### src/include/ubg_consts.vh
// register map, field layout and mode codes of the ultrasonic burst generator
`ifndef UBG_CONSTS_VH
`define UBG_CONSTS_VH

// register byte offsets (the printed mode register offset is kept as its index)
`define UBG_IDX_MODE 8'hb3
`define UBG_OFF_MODE 12'h2cc
`define UBG_OFF_PWR 12'h000
`define UBG_OFF_EN 12'h004
`define UBG_OFF_STAT2 12'h008
`define UBG_OFF_PCNT_A 12'h00c
`define UBG_OFF_PCNT_B 12'h010
`define UBG_OFF_ON_A 12'h014
`define UBG_OFF_OFF_A 12'h018
`define UBG_OFF_ON_B 12'h01c
`define UBG_OFF_OFF_B 12'h020
`define UBG_OFF_GAP 12'h024

// field positions
`define UBG_BIT_REG_EN 1
`define UBG_BIT_ACT_EN 2
`define UBG_BIT_FIRE_A 0
`define UBG_BIT_FIRE_B 1
`define UBG_BIT_READY 0
`define UBG_BIT_BUSY_A 1
`define UBG_BIT_BUSY_B 2

// widths
`define UBG_W_MODE 3
`define UBG_W_PCNT 6
`define UBG_W_TIME 11
`define UBG_W_GAP 8

// drive mode codes
`define UBG_MODE_PP 3'h0
`define UBG_MODE_A_PB 3'h1
`define UBG_MODE_PA_B 3'h2
`define UBG_MODE_AB 3'h3
`define UBG_MODE_PORT 3'h4

// reset values
`define UBG_RST_MODE 3'h0
`define UBG_RST_PCNT 6'h00
`define UBG_RST_TIME 11'h000
`define UBG_RST_GAP 8'h00

`endif

### src/ubg_pulse_gen.v
// one burst generator channel: pulse count, on, off and leading gap timing
`timescale 1ns/1ps
`include "ubg_consts.vh"

module ubg_pulse_gen #(
    parameter CW = 6,
    parameter TW = 11,
    parameter GW = 8
) (
    // clock and reset
    input wire pclk,
    input wire presetn,
    // control
    input wire start,
    input wire stop,
    input wire [CW-1:0] pulses,
    input wire [TW-1:0] on_time,
    input wire [TW-1:0] off_time,
    input wire [GW-1:0] gap,
    // status and drive
    output reg busy_r,
    output reg gate_r,
    output reg phase_r
);

    // states
    localparam S_IDLE = 2'h0;
    localparam S_GAP = 2'h1;
    localparam S_ON = 2'h2;
    localparam S_OFF = 2'h3;

    reg [1:0] state_r; // sequencer state
    reg [TW-1:0] tmr_r; // phase timer
    reg [CW-1:0] left_r; // pulses still to emit

    // a zero time still lasts one cycle so the phase stays visible
    function [TW-1:0] ubg_len;
        input [TW-1:0] t;
        begin
            ubg_len = (t == {TW{1'b0}}) ? {TW{1'b0}} : t - 1'b1;
        end
    endfunction

    // sequencer; the gap goes before every on phase
    always @(posedge pclk or negedge presetn) begin
        if (!presetn) begin
            state_r <= S_IDLE;
            tmr_r <= {TW{1'b0}};
            left_r <= {CW{1'b0}};
            busy_r <= 1'b0;
            gate_r <= 1'b0;
            phase_r <= 1'b0;
        end else if (stop) begin
            // power removed: return to off at once
            state_r <= S_IDLE;
            busy_r <= 1'b0;
            gate_r <= 1'b0;
        end else begin
            case (state_r)
                S_IDLE: begin
                    // zero pulses gives an empty burst
                    if (start && pulses != {CW{1'b0}}) begin
                        left_r <= pulses;
                        phase_r <= 1'b0; // every burst opens on side a
                        busy_r <= 1'b1;
                        state_r <= S_GAP;
                        tmr_r <= {{(TW-GW){1'b0}}, gap};
                    end
                end
                S_GAP: begin
                    if (tmr_r == {TW{1'b0}}) begin
                        gate_r <= 1'b1;
                        state_r <= S_ON;
                        tmr_r <= ubg_len(on_time);
                    end else begin
                        tmr_r <= tmr_r - 1'b1;
                    end
                end
                S_ON: begin
                    if (tmr_r == {TW{1'b0}}) begin
                        gate_r <= 1'b0;
                        state_r <= S_OFF;
                        tmr_r <= ubg_len(off_time);
                    end else begin
                        tmr_r <= tmr_r - 1'b1;
                    end
                end
                S_OFF: begin
                    if (tmr_r != {TW{1'b0}}) begin
                        tmr_r <= tmr_r - 1'b1;
                    end else if (left_r == {{(CW-1){1'b0}}, 1'b1}) begin
                        busy_r <= 1'b0;
                        state_r <= S_IDLE;
                    end else begin
                        left_r <= left_r - 1'b1;
                        phase_r <= ~phase_r;
                        state_r <= S_GAP;
                        tmr_r <= {{(TW-GW){1'b0}}, gap};
                    end
                end
                default: state_r <= S_IDLE;
            endcase
        end
    end

endmodule // ubg_pulse_gen

### src/ubg_burst_top.v
// apb register file and drive mode routing of the ultrasonic burst generator
//
// Our own choice: the APB slave port.
`timescale 1ns/1ps
`include "ubg_consts.vh"

// Notes on behaviour
// - drivers off until active power enabled
// - charge regulator off until software enables
// - charge ready flag in secondary status
// - three-bit mode selects five drive configurations
// - mode register at 0xB3, resets zero
// - mode 000 push-pull using A timing
// - fire bit A starts A, also B
// - pulse count per output, 0 to 63
// - 11-bit on/off times in cycles
// - 8-bit guard gap separates push-pull conduction
// - mode 001 A generator, B port pin
// - single-ended uses one switch per output
// - push-pull alternates two switches
// - port mode gates follow port pins
// - mode 011 independent generators, B own timing
// - mode 010 A port pin, B generator
// - mode 100 both outputs from port pins
module ubg_burst_top #(
    parameter CW = `UBG_W_PCNT,
    parameter TW = `UBG_W_TIME,
    parameter GW = `UBG_W_GAP
) (
    // apb slave
    input wire pclk,
    input wire presetn,
    input wire psel,
    input wire penable,
    input wire pwrite,
    input wire [11:0] paddr,
    input wire [31:0] pwdata,
    output reg [31:0] prdata,
    output wire pready,
    output wire pslverr,
    // analog side
    input wire charge_ready_in,
    output reg charge_regulator_enable,
    output reg active_power_enable,
    // processor port pins
    input wire cpu_port_pin_a,
    input wire cpu_port_pin_b,
    // gate drives
    output reg gate_a,
    output reg gate_b
);

    // software registers
    reg [`UBG_W_MODE-1:0] drive_mode_select_r; // drive configuration
    reg reg_en_r; // charge regulator enable
    reg act_en_r; // active power enable
    reg fire_a_r; // fire request a
    reg fire_b_r; // fire request b
    reg [CW-1:0] pulse_count_a_r;
    reg [CW-1:0] pulse_count_b_r;
    reg [TW-1:0] on_a_r;
    reg [TW-1:0] off_a_r;
    reg [TW-1:0] on_b_r;
    reg [TW-1:0] off_b_r;
    reg [GW-1:0] guard_gap_r;

    // synchronisers for the asynchronous ready level
    reg [2:0] rdy_sync_r;
    reg rdy_r; // filtered charge ready flag
    wire rdy_nxt;

    // generator outputs, write strobe, mode decode and generator controls
    wire busy_a;
    wire busy_b;
    wire gen_a;
    wire gen_b;
    wire phase_a;
    wire wr_en;
    wire pp;
    wire start_a;
    wire start_b;
    wire stop_gen;
    wire [CW-1:0] pulses_a_eff; // pulse count handed to generator a
    // busy history: a burst has just ended when busy drops
    reg busy_a_d_r;
    reg busy_b_d_r;

    // zero-wait slave, every access completes in its access cycle
    assign pready = 1'b1;
    assign pslverr = 1'b0;
    assign wr_en = psel & penable & pwrite;
    assign pp = (drive_mode_select_r == `UBG_MODE_PP);

    // register decode helper
    function hit;
        input [11:0] a;
        input [11:0] off;
        begin
            hit = (a == off);
        end
    endfunction

    // fire is a one-shot request held until the generator's burst finishes
    // the cycle after a burst holds off a restart while the fire bit clears
    assign start_a = fire_a_r & ~busy_a & ~busy_a_d_r;
    assign start_b = fire_b_r & ~busy_b & ~busy_b_d_r & ~pp;
    assign stop_gen = ~act_en_r;
    // push-pull hands both counts to generator a, wrapping at the count width
    assign pulses_a_eff = pp ? pulse_count_a_r + pulse_count_b_r : pulse_count_a_r;

    // register writes; fire bits clear when the burst finishes
    always @(posedge pclk or negedge presetn) begin
        if (!presetn) begin
            drive_mode_select_r <= `UBG_RST_MODE;
            reg_en_r <= 1'b0;
            act_en_r <= 1'b0;
            fire_a_r <= 1'b0;
            fire_b_r <= 1'b0;
            pulse_count_a_r <= `UBG_RST_PCNT;
            pulse_count_b_r <= `UBG_RST_PCNT;
            on_a_r <= `UBG_RST_TIME;
            off_a_r <= `UBG_RST_TIME;
            on_b_r <= `UBG_RST_TIME;
            off_b_r <= `UBG_RST_TIME;
            guard_gap_r <= `UBG_RST_GAP;
        end else begin
            // completion clear; a new write in the same cycle wins below
            // a zero count is an empty burst, so its request ends at once
            if ((busy_a_d_r && !busy_a) || stop_gen ||
                (start_a && pulses_a_eff == {CW{1'b0}})) begin
                fire_a_r <= 1'b0;
            end
            if ((busy_b_d_r && !busy_b) || stop_gen || pp ||
                (start_b && pulse_count_b_r == {CW{1'b0}})) begin
                fire_b_r <= 1'b0;
            end
            if (wr_en) begin
                if (hit(paddr, `UBG_OFF_MODE)) begin
                    drive_mode_select_r <= pwdata[`UBG_W_MODE-1:0];
                end
                if (hit(paddr, `UBG_OFF_PWR)) begin
                    reg_en_r <= pwdata[`UBG_BIT_REG_EN];
                    act_en_r <= pwdata[`UBG_BIT_ACT_EN];
                end
                // fire bits only accepted with active power on
                if (hit(paddr, `UBG_OFF_EN) && act_en_r) begin
                    if (pwdata[`UBG_BIT_FIRE_A]) begin
                        fire_a_r <= 1'b1;
                    end
                    if (pwdata[`UBG_BIT_FIRE_B] && !pp) begin
                        fire_b_r <= 1'b1;
                    end
                end
                if (hit(paddr, `UBG_OFF_PCNT_A)) begin
                    pulse_count_a_r <= pwdata[CW-1:0];
                end
                if (hit(paddr, `UBG_OFF_PCNT_B)) begin
                    pulse_count_b_r <= pwdata[CW-1:0];
                end
                if (hit(paddr, `UBG_OFF_ON_A)) begin
                    on_a_r <= pwdata[TW-1:0];
                end
                if (hit(paddr, `UBG_OFF_OFF_A)) begin
                    off_a_r <= pwdata[TW-1:0];
                end
                if (hit(paddr, `UBG_OFF_ON_B)) begin
                    on_b_r <= pwdata[TW-1:0];
                end
                if (hit(paddr, `UBG_OFF_OFF_B)) begin
                    off_b_r <= pwdata[TW-1:0];
                end
                if (hit(paddr, `UBG_OFF_GAP)) begin
                    guard_gap_r <= pwdata[GW-1:0];
                end
            end
        end
    end

    // busy edge detection for clearing fire requests
    always @(posedge pclk or negedge presetn) begin
        if (!presetn) begin
            busy_a_d_r <= 1'b0;
            busy_b_d_r <= 1'b0;
        end else begin
            busy_a_d_r <= busy_a;
            busy_b_d_r <= busy_b;
        end
    end

    // ready: three flops, change accepted when second and third agree
    assign rdy_nxt = (rdy_sync_r[1] == rdy_sync_r[2]) ? rdy_sync_r[2] : rdy_r;
    always @(posedge pclk or negedge presetn) begin
        if (!presetn) begin
            rdy_sync_r <= 3'h0;
            rdy_r <= 1'b0;
        end else begin
            rdy_sync_r <= {rdy_sync_r[1:0], charge_ready_in};
            rdy_r <= rdy_nxt;
        end
    end

    // power outputs are registered copies of the control bits, one cycle behind them
    always @(posedge pclk or negedge presetn) begin
        if (!presetn) begin
            charge_regulator_enable <= 1'b0;
            active_power_enable <= 1'b0;
        end else begin
            charge_regulator_enable <= reg_en_r;
            active_power_enable <= act_en_r;
        end
    end

    // generator a: gap only used in push-pull
    ubg_pulse_gen #(.CW(CW), .TW(TW), .GW(GW)) u_gen_a (
        .pclk(pclk),
        .presetn(presetn),
        .start(start_a),
        .stop(stop_gen),
        .pulses(pulses_a_eff),
        .on_time(on_a_r),
        .off_time(off_a_r),
        .gap(pp ? guard_gap_r : {GW{1'b0}}),
        .busy_r(busy_a),
        .gate_r(gen_a),
        .phase_r(phase_a)
    );

    // generator b, own timing registers
    ubg_pulse_gen #(.CW(CW), .TW(TW), .GW(GW)) u_gen_b (
        .pclk(pclk),
        .presetn(presetn),
        .start(start_b),
        .stop(stop_gen),
        .pulses(pulse_count_b_r),
        .on_time(on_b_r),
        .off_time(off_b_r),
        .gap({GW{1'b0}}),
        .busy_r(busy_b),
        .gate_r(gen_b),
        .phase_r()
    );

    // gate routing per mode; reserved codes keep both switches off
    always @(posedge pclk or negedge presetn) begin
        if (!presetn) begin
            gate_a <= 1'b0;
            gate_b <= 1'b0;
        end else if (!act_en_r) begin
            gate_a <= 1'b0;
            gate_b <= 1'b0;
        end else begin
            case (drive_mode_select_r)
                `UBG_MODE_PP: begin
                    // one sequence, alternate pulses steered to a then b
                    gate_a <= gen_a & ~phase_a;
                    gate_b <= gen_a & phase_a;
                end
                `UBG_MODE_A_PB: begin
                    gate_a <= gen_a;
                    gate_b <= cpu_port_pin_b;
                end
                `UBG_MODE_PA_B: begin
                    gate_a <= cpu_port_pin_a;
                    gate_b <= gen_b;
                end
                `UBG_MODE_AB: begin
                    gate_a <= gen_a;
                    gate_b <= gen_b;
                end
                `UBG_MODE_PORT: begin
                    gate_a <= cpu_port_pin_a;
                    gate_b <= cpu_port_pin_b;
                end
                default: begin
                    // reserved codes: software must not use them
                    gate_a <= 1'b0;
                    gate_b <= 1'b0;
                end
            endcase
        end
    end

    // read mux, unmapped addresses read zero
    always @* begin
        prdata = 32'h0000_0000;
        if (hit(paddr, `UBG_OFF_MODE)) begin
            prdata[`UBG_W_MODE-1:0] = drive_mode_select_r;
        end else if (hit(paddr, `UBG_OFF_PWR)) begin
            prdata[`UBG_BIT_REG_EN] = reg_en_r;
            prdata[`UBG_BIT_ACT_EN] = act_en_r;
        end else if (hit(paddr, `UBG_OFF_EN)) begin
            prdata[`UBG_BIT_FIRE_A] = fire_a_r;
            prdata[`UBG_BIT_FIRE_B] = fire_b_r;
        end else if (hit(paddr, `UBG_OFF_STAT2)) begin
            prdata[`UBG_BIT_READY] = rdy_r;
            prdata[`UBG_BIT_BUSY_A] = busy_a;
            prdata[`UBG_BIT_BUSY_B] = busy_b;
        end else if (hit(paddr, `UBG_OFF_PCNT_A)) begin
            prdata[CW-1:0] = pulse_count_a_r;
        end else if (hit(paddr, `UBG_OFF_PCNT_B)) begin
            prdata[CW-1:0] = pulse_count_b_r;
        end else if (hit(paddr, `UBG_OFF_ON_A)) begin
            prdata[TW-1:0] = on_a_r;
        end else if (hit(paddr, `UBG_OFF_OFF_A)) begin
            prdata[TW-1:0] = off_a_r;
        end else if (hit(paddr, `UBG_OFF_ON_B)) begin
            prdata[TW-1:0] = on_b_r;
        end else if (hit(paddr, `UBG_OFF_OFF_B)) begin
            prdata[TW-1:0] = off_b_r;
        end else if (hit(paddr, `UBG_OFF_GAP)) begin
            prdata[GW-1:0] = guard_gap_r;
        end
    end

endmodule // ubg_burst_top

### config.mk
export PLATFORM = sky130hd
export DESIGN_NAME = ubg_burst_top
export DESIGN_NICKNAME = d
export VERILOG_FILES = /design/src/ubg_pulse_gen.v /design/src/ubg_burst_top.v
export VERILOG_INCLUDE_DIRS = /design/src /design/src/include
export SDC_FILE = /design/constraint.sdc
export NUM_CORES = 1
export LEC_CHECK = 0
export ABC_AREA = 0
export BUFFER_PORTS_ARGS = -buffer_cell sky130_fd_sc_hd__buf_4
export CAP_MARGIN = 20
export CELL_PAD_IN_SITES_DETAIL_PLACEMENT = 1
export CELL_PAD_IN_SITES_GLOBAL_PLACEMENT = 1
export CORE_MARGIN = 2
export CORE_UTILIZATION = 42
export DETAILED_ROUTE_END_ITERATION = 12
export GPL_TIMING_DRIVEN = 1
export PLACE_DENSITY_LB_ADDON = 0.12
export RECOVER_POWER = 50
export SYNTH_ARGS = -nofsm -noshare
export SYNTH_HDL_FRONTEND = slang
export SYNTH_HIERARCHICAL = 1
export SYNTH_SLANG_ARGS = --single-unit
### constraint.sdc
create_clock -name pclk -period 3.3 [get_ports pclk]
set_input_delay 0.495 -clock pclk [delete_from_list [all_inputs] [get_ports pclk]]
set_output_delay 0.495 -clock pclk [all_outputs]
set_load 0.05 [all_outputs]
; ---- Word-level counts from Yosys, hierarchy flattened
; Index checks and enable logic that the tools add are counted.
[classes]
addsub = 9
n_div = 0
n_bitwise = 16
eq_ne = 45
reduce_logical = 57
shift = 0
order_cmp = 0
mul = 0
mux = 99
[op_table]
columns = op, count
row1 = two-way mux 11 bit, 23
row2 = one-hot mux 11 bit (4 select lines), 2
row3 = logical NOT 11 bit, 6
row4 = subtractor 11 x 1 -> 11 bit (second input constant), 6
row5 = two-way mux 6 bit, 9
row6 = == test 12 x 5 -> 1 bit (second input constant), 4
row7 = two-way mux 8 bit, 6
row8 = two-way mux 1 bit, 30
row9 = inequality test 3 x 2 -> 1 bit (second input constant), 10
row10 = == test 12 x 4 -> 1 bit (second input constant), 2
row11 = == test 12 x 6 -> 1 bit (second input constant), 2
row12 = two-way mux 2 bit, 12
row13 = one-hot mux 6 bit (2 select lines), 2
row14 = nonzero test 11 bit, 2
row15 = AND reduction 2 bit, 9
row16 = one-hot mux 2 bit (4 select lines), 2
row17 = AND reduction 4 bit, 4
row18 = == test 12 x 10 -> 1 bit (second input constant), 1
row19 = == test 12 x 3 -> 1 bit (second input constant), 1
row20 = == test 6 x 1 -> 1 bit (second input constant), 2
row21 = logical NOT 12 bit, 1
row22 = logical NOT 6 bit, 2
row23 = inequality test 3 x 1 -> 1 bit (second input constant), 4
row24 = AND reduction 3 bit, 4
row25 = other kinds (27), 80
[totals]
ramBits = 0
input_bits = 52
n_memories = 0
romBits = 0
latchBits = 0
wordCells = 257
reg_bits = 124

; ---- Depth between registers and ports, before layout
[logic_depth]
word_depth = 18
ltp_mapped = 13
mapped_depth_nobuf = 12

; ---- Cells and area by module
; Netlist, hierarchy kept.
[modules_own_cells]
columns = mod, cells_each, area_per_inst_um2, n_inst, seq_area_each_um2
row1 = ubg_burst_top, 431, 4555.6, 1, 2026.9
row2 = ubg_pulse_gen at u_gen_a, 279, 2239.6, 1, 550.5
row3 = ubg_pulse_gen at u_gen_b, 270, 2179.6, 1, 550.5

; ---- Least setup slack after synthesis
; OpenSTA, ideal clock, no wires.
[synth_timing]
path_type = register to register
start = register drive_mode_select_r[1]
end = register u_gen_a.left_r[3]
path_slack_ns = -0.063
path_buffers = 2
period_less_slack_ns = 3.363
path_stages_with_launch = 12
t_arrival_ns = 3.293
setup_time_ns = 0.069
path_cell_list = dfrtp_1 -> buf_6 -> or3_4 -> buf_6 -> or4_1 -> o211ai_2 -> xor2_2 -> nor2_1 -> a311o_1 -> a2111o_1 -> or4b_1 -> nand3_1
[synth_between]
elab_chain_len = 6
elab_cells_between_ends = 8
[synth_lines]
columns = element, line_no
row1 = from (decl), ubg_burst_top.v:54  ; reg [`UBG_W_MODE-1:0] drive_mode_select_r;
row2 = from (signal assigned), ubg_burst_top.v:114  ; drive_mode_select_r <= `UBG_RST_MODE;
row3 = from (signal assigned), ubg_burst_top.v:139  ; drive_mode_select_r <= pwdata[`UBG_W_MODE-1:0];
row4 = logical NOT 3 bit, --
row5 = two-way mux 6 bit, ubg_burst_top.v:109  ; assign pulses_a_eff = pp ? pulse_count_a_r + pulse_count_b_r : pulse_count_a_r;
row6 = named net pulses_a_eff[5], ubg_burst_top.v:83  ; wire [CW-1:0] pulses_a_eff;
row7 = nonzero test 6 bit, ubg_pulse_gen.v:62  ; if (start && pulses != {CW{1'b0}}) begin
row8 = logical AND 1 bit, ubg_pulse_gen.v:62
row9 = inequality test 2 x 1 -> 1 bit (no source line), --
row10 = AND reduction 5 bit (no source line), --
row11 = to (signal assigned), ubg_pulse_gen.v:49  ; left_r <= {CW{1'b0}};
row12 = to (signal assigned), ubg_pulse_gen.v:63  ; left_r <= pulses;
row13 = to (signal assigned), ubg_pulse_gen.v:95  ; left_r <= left_r - 1'b1;
row14 = to (decl), ubg_pulse_gen.v:34  ; reg [CW-1:0] left_r;
; The timed path passes the listed nets, and every way through them passes these cells. The select of a mux whose other input is x is not followed.
; A chain may end at the register's enable or synchronous reset.

; ---- Final worst setup path
[layout_timing]
start = register pulse_count_b_r[1]
end = register u_gen_a.left_r[3]
[layout_between]
elab_chain_len = 6
elab_cells_between_ends = 8
[layout_lines]
columns = element, line_no
row1 = from (decl), ubg_burst_top.v:60  ; reg [CW-1:0] pulse_count_b_r;
row2 = from (signal assigned), ubg_burst_top.v:120  ; pulse_count_b_r <= `UBG_RST_PCNT;
row3 = from (signal assigned), ubg_burst_top.v:158  ; pulse_count_b_r <= pwdata[CW-1:0];
row4 = adder 6 bit, ubg_burst_top.v:109
row5 = two-way mux 6 bit, ubg_burst_top.v:109
row6 = named net pulses_a_eff[5], ubg_burst_top.v:83
row7 = nonzero test 6 bit, ubg_pulse_gen.v:62
row8 = logical AND 1 bit, ubg_pulse_gen.v:62
row9 = inequality test 2 x 1 -> 1 bit (no source line), --
row10 = AND reduction 5 bit (no source line), --
; The timed path passes the listed nets, and every way through them passes these cells. The select of a mux whose other input is x is not followed.

==> flow_metrics.env <==
export IMPL_cts_tree="done"
export IMPL_drtIter0Drc=403
export IMPL_wp_data_required_ns=3.65
export IMPL_max_transition_viols_final=54
export IMPL_groute_usage_overall_pct=26.9
export IMPL_numClockSinks=124
export IMPL_layout_cells_non_filler=1359
export IMPL_fraction_of_the_cycle_the_final_worst_path_needs_pct=95.4
export IMPL_remaining_drc_errors=0
export IMPL_syn_instance_count=977
export IMPL_cap_violations=1
export IMPL_synth_warnings=6
export IMPL_fmax_mhz=318
export IMPL_total_number_of_cells_along_the_worst_setup_path=10
export IMPL_worst_setup_path_startpoint="pulse_count_b_r[1]$_DFFE_PN0P_"
export IMPL_ir_drop_worst_case_vdd_mv=0.380
export IMPL_detail_route_first_pass_iterations=5
export IMPL_critPathSlowestCell="sky130_fd_sc_hd__or4_1"
export IMPL_worst_slew_pin_slew_ns=2.64
export IMPL_floorplan_initialDensity_pct=42.6
export IMPL_nNetsFinal=1150
export IMPL_static_leakage_nw=4.95
export IMPL_max_buffers_root_to_sink=2
export IMPL_die_width_um=150
export IMPL_mappedNetlistArea_mm2=0.00893
export IMPL_cell_family_contributing_the_most_delay_on_the_critical_path="simple AND/OR/NAND/NOR gates"
export IMPL_post_route_min_period_ns=3.15
export IMPL_routed_via_count=8056
export IMPL_total_power_mw=6.71
export IMPL_place_congestion=0.855
export IMPL_pre_cts_ws_ns=-0.00282
export IMPL_routedWlPerCell_um=21.3
export IMPL_worstPathArrival_ns=3.50
export IMPL_clk_root_buffer_cell="sky130_fd_sc_hd__clkbuf_16"
export IMPL_die_y_um=150
export IMPL_r2r_setup_slack_ns=0.15
export IMPL_num_io_pins=90
export IMPL_met1Wirelength_um=13200
export IMPL_worst_reg2reg_endpoint="u_gen_a/left_r[3]$_DFFE_PN0P_"
export IMPL_route_met3_wl_um=678
export IMPL_timing_critical_path_fanout_max=5
export IMPL_cp_cell_sequence="ha_1, a211oi_4, or4_1, o211ai_2, xor2_2, nor2_1, a311o_1, a2111o_1, or4b_1, nand3_1"
export IMPL_setup_slack_ns=0.151
export IMPL_setup_violations_final=0
export IMPL_avgSynthCellArea_um2=9.15
export IMPL_filler_cell_count=2483
export IMPL_holdBufCountCts=0
export IMPL_multi_input_area_mm2=0.00545
export IMPL_seq_area_mm2=0.00310
export IMPL_clkLatencyLatePin_ns=0.42
export IMPL_regToRegStartpoint="pulse_count_b_r[1]$_DFFE_PN0P_"
export IMPL_placedCellCount=1328
export IMPL_pwr_density_cell_mw_per_mm2=639
export IMPL_end_kind="flip-flop"
export IMPL_detail_routed_via_count_per_cell=5.93
export IMPL_grt_start_max_net_pins=55
export IMPL_hold_violations=0
export IMPL_cts_max_level=4
export IMPL_maxUsedRoutingLayer="met4"
export IMPL_clock_skews_ns=0.0133
export IMPL_routed_wl_um=28900
export IMPL_worst_r2r_cell_count=10
export IMPL_floorplan_die_area_mm2=0.0225
export IMPL_via_count_of_the_first_global_routing_pass=8490
export IMPL_cp_endpoint="u_gen_a/left_r[3]$_DFFE_PN0P_"
export IMPL_n_antenna_cell=0
export IMPL_setup_tns_final_ns=0
export IMPL_numCtsBuffers=17
export IMPL_setup_worst_path_start_class="flip-flop"
export IMPL_hold_class="in2reg"
export IMPL_drive_gt1_share_pct=17.3
export IMPL_detailedPlacementHpwl_um=21900
export IMPL_area_growth_synth_to_final_pct=17.5
export IMPL_clk_pin_slew_ns=0.06
export IMPL_grt_pass1_wl_um=47000
export IMPL_ant_nets=0
export IMPL_floorplan_core_area_mm2=0.0210
export IMPL_run_status="complete, but fails checks"
export IMPL_grt_ovfl_total=0
export IMPL_kind_of_critical_path="reg2reg"
export IMPL_placement_io_buffers=45
export IMPL_met2WireLength_um=14500
export IMPL_failing_checks="max-capacitance violations, max-slew violations"
export IMPL_cp_slowest_stage_delay_ns=0.53
export IMPL_worst_rel_slew_slack_pct=-76.0
export IMPL_core_rowCount=53
export IMPL_path_buf_inv=0
export IMPL_grt_antenna_before_repair=0
==> routing by layer <==
layer	global-route usage, %	vias up
met1	34.7	4118
li1	-	3813
met3	4.02	32
met4	6.93	0
met2	47.0	93
met5	0	-
==> worst min path at each step <==
stage	start	end	slack, ns	cells past startpoint
4_1_cts	presetn	u_gen_a/left_r[1]$_DFFE_PN0P_	0.05	1
3_3_place_gp	rdy_sync_r[0]$_DFF_PN0_	rdy_sync_r[1]$_DFF_PN0_	0.33	0
2_1_floorplan	presetn	act_en_r$_DFFE_PN0P_	0.20	0
5_1_grt	charge_ready_in	rdy_sync_r[0]$_DFF_PN0_	0.19	1
6_report	charge_ready_in	rdy_sync_r[0]$_DFF_PN0_	0.21	1
3_5_place_dp	rdy_sync_r[0]$_DFF_PN0_	rdy_sync_r[1]$_DFF_PN0_	0.34	0
==> final cells by class <==
class	count	area share [%]
sequential	124	29.6
inverter	44	1.57
tap	275	3.28
clock inverter	5	0.763
multi-input combinational	775	51.9
clock buffer	26	4.95
timing repair buffer	110	7.97
==> state kept, by name (all words and copies together), names as in the netlist, 2 cells and up <==
| register | count |
|---|---|
| u_gen_b/left_r | 6 |
| off_a_r | 11 |
| drive_mode_select_r | 3 |
| on_a_r | 11 |
| guard_gap_r | 8 |
| u_gen_b/state_r | 2 |
| pulse_count_b_r | 6 |
| pulse_count_a_r | 6 |
| off_b_r | 11 |
| u_gen_a/tmr_r | 11 |
| on_b_r | 11 |
| u_gen_a/left_r | 6 |
| u_gen_b/tmr_r | 11 |
| u_gen_a/state_r | 2 |
| rdy_sync_r | 3 |
==> stage by stage <==
step	hold WS, ns	area [µm²]	util (%)
floorplan	0.199	9090	-
global placement	0.332	9870	47.1
detailed placement	0.345	9870	47.1
CTS	0.0480	10500	50.0
global route	0.187	10500	50.1
finish	0.205	10500	50.1
==> worst reg2reg max path, delay by kind of cell, from the launching register on <==
family,cells,cell delay [ns]
adder cells (fa/ha/maj),1,0.34
AO/OA/AOI/OAI,4,0.95
flip-flops,1,0.43
XOR/XNOR,1,0.18
AND/OR/NAND/NOR,4,1.19
==> power breakdown <==
part	leakage [nW]	internal (mW)	total, mW	switching [mW]
logic	3.03	1.12	2.81	1.69
clock network	0.289	1.23	1.89	0.667
registers	1.63	1.74	2.01	0.269
total	4.95	4.09	6.71	2.62
==> repair_timing <==
action,4_1_cts,5_1_grt
gates resized for setup,2,7
pin swaps,0,2
setup endpoints to repair,5,10
buffers inserted,0,0
endpoints found under the hold margin,0,0
gates cloned,0,0
==> placed cells by master, fill, tap and decap left out, types with 12 or more instances in the layout <==
master                        n
sky130_fd_sc_hd__o21ai_0     38
sky130_fd_sc_hd__ha_1        24
sky130_fd_sc_hd__nand2_1     63
sky130_fd_sc_hd__mux2_1      67
sky130_fd_sc_hd__buf_4      106
sky130_fd_sc_hd__nor4_1      13
sky130_fd_sc_hd__or4_1       15
sky130_fd_sc_hd__or3_1       15
sky130_fd_sc_hd__o22ai_1     14
sky130_fd_sc_hd__and2_1      18
sky130_fd_sc_hd__o31ai_1     19
sky130_fd_sc_hd__nor2_1      66
sky130_fd_sc_hd__dfrtp_1    124
sky130_fd_sc_hd__nand2b_1    14
sky130_fd_sc_hd__nor3_1      34
sky130_fd_sc_hd__xnor2_1     14
sky130_fd_sc_hd__conb_1      39
sky130_fd_sc_hd__a21oi_1     59
sky130_fd_sc_hd__and3_1      16
sky130_fd_sc_hd__a31oi_1     12
sky130_fd_sc_hd__clkbuf_16   17
sky130_fd_sc_hd__nand3_1     24
sky130_fd_sc_hd__inv_1       42
(Power assumes the default switching activity.)
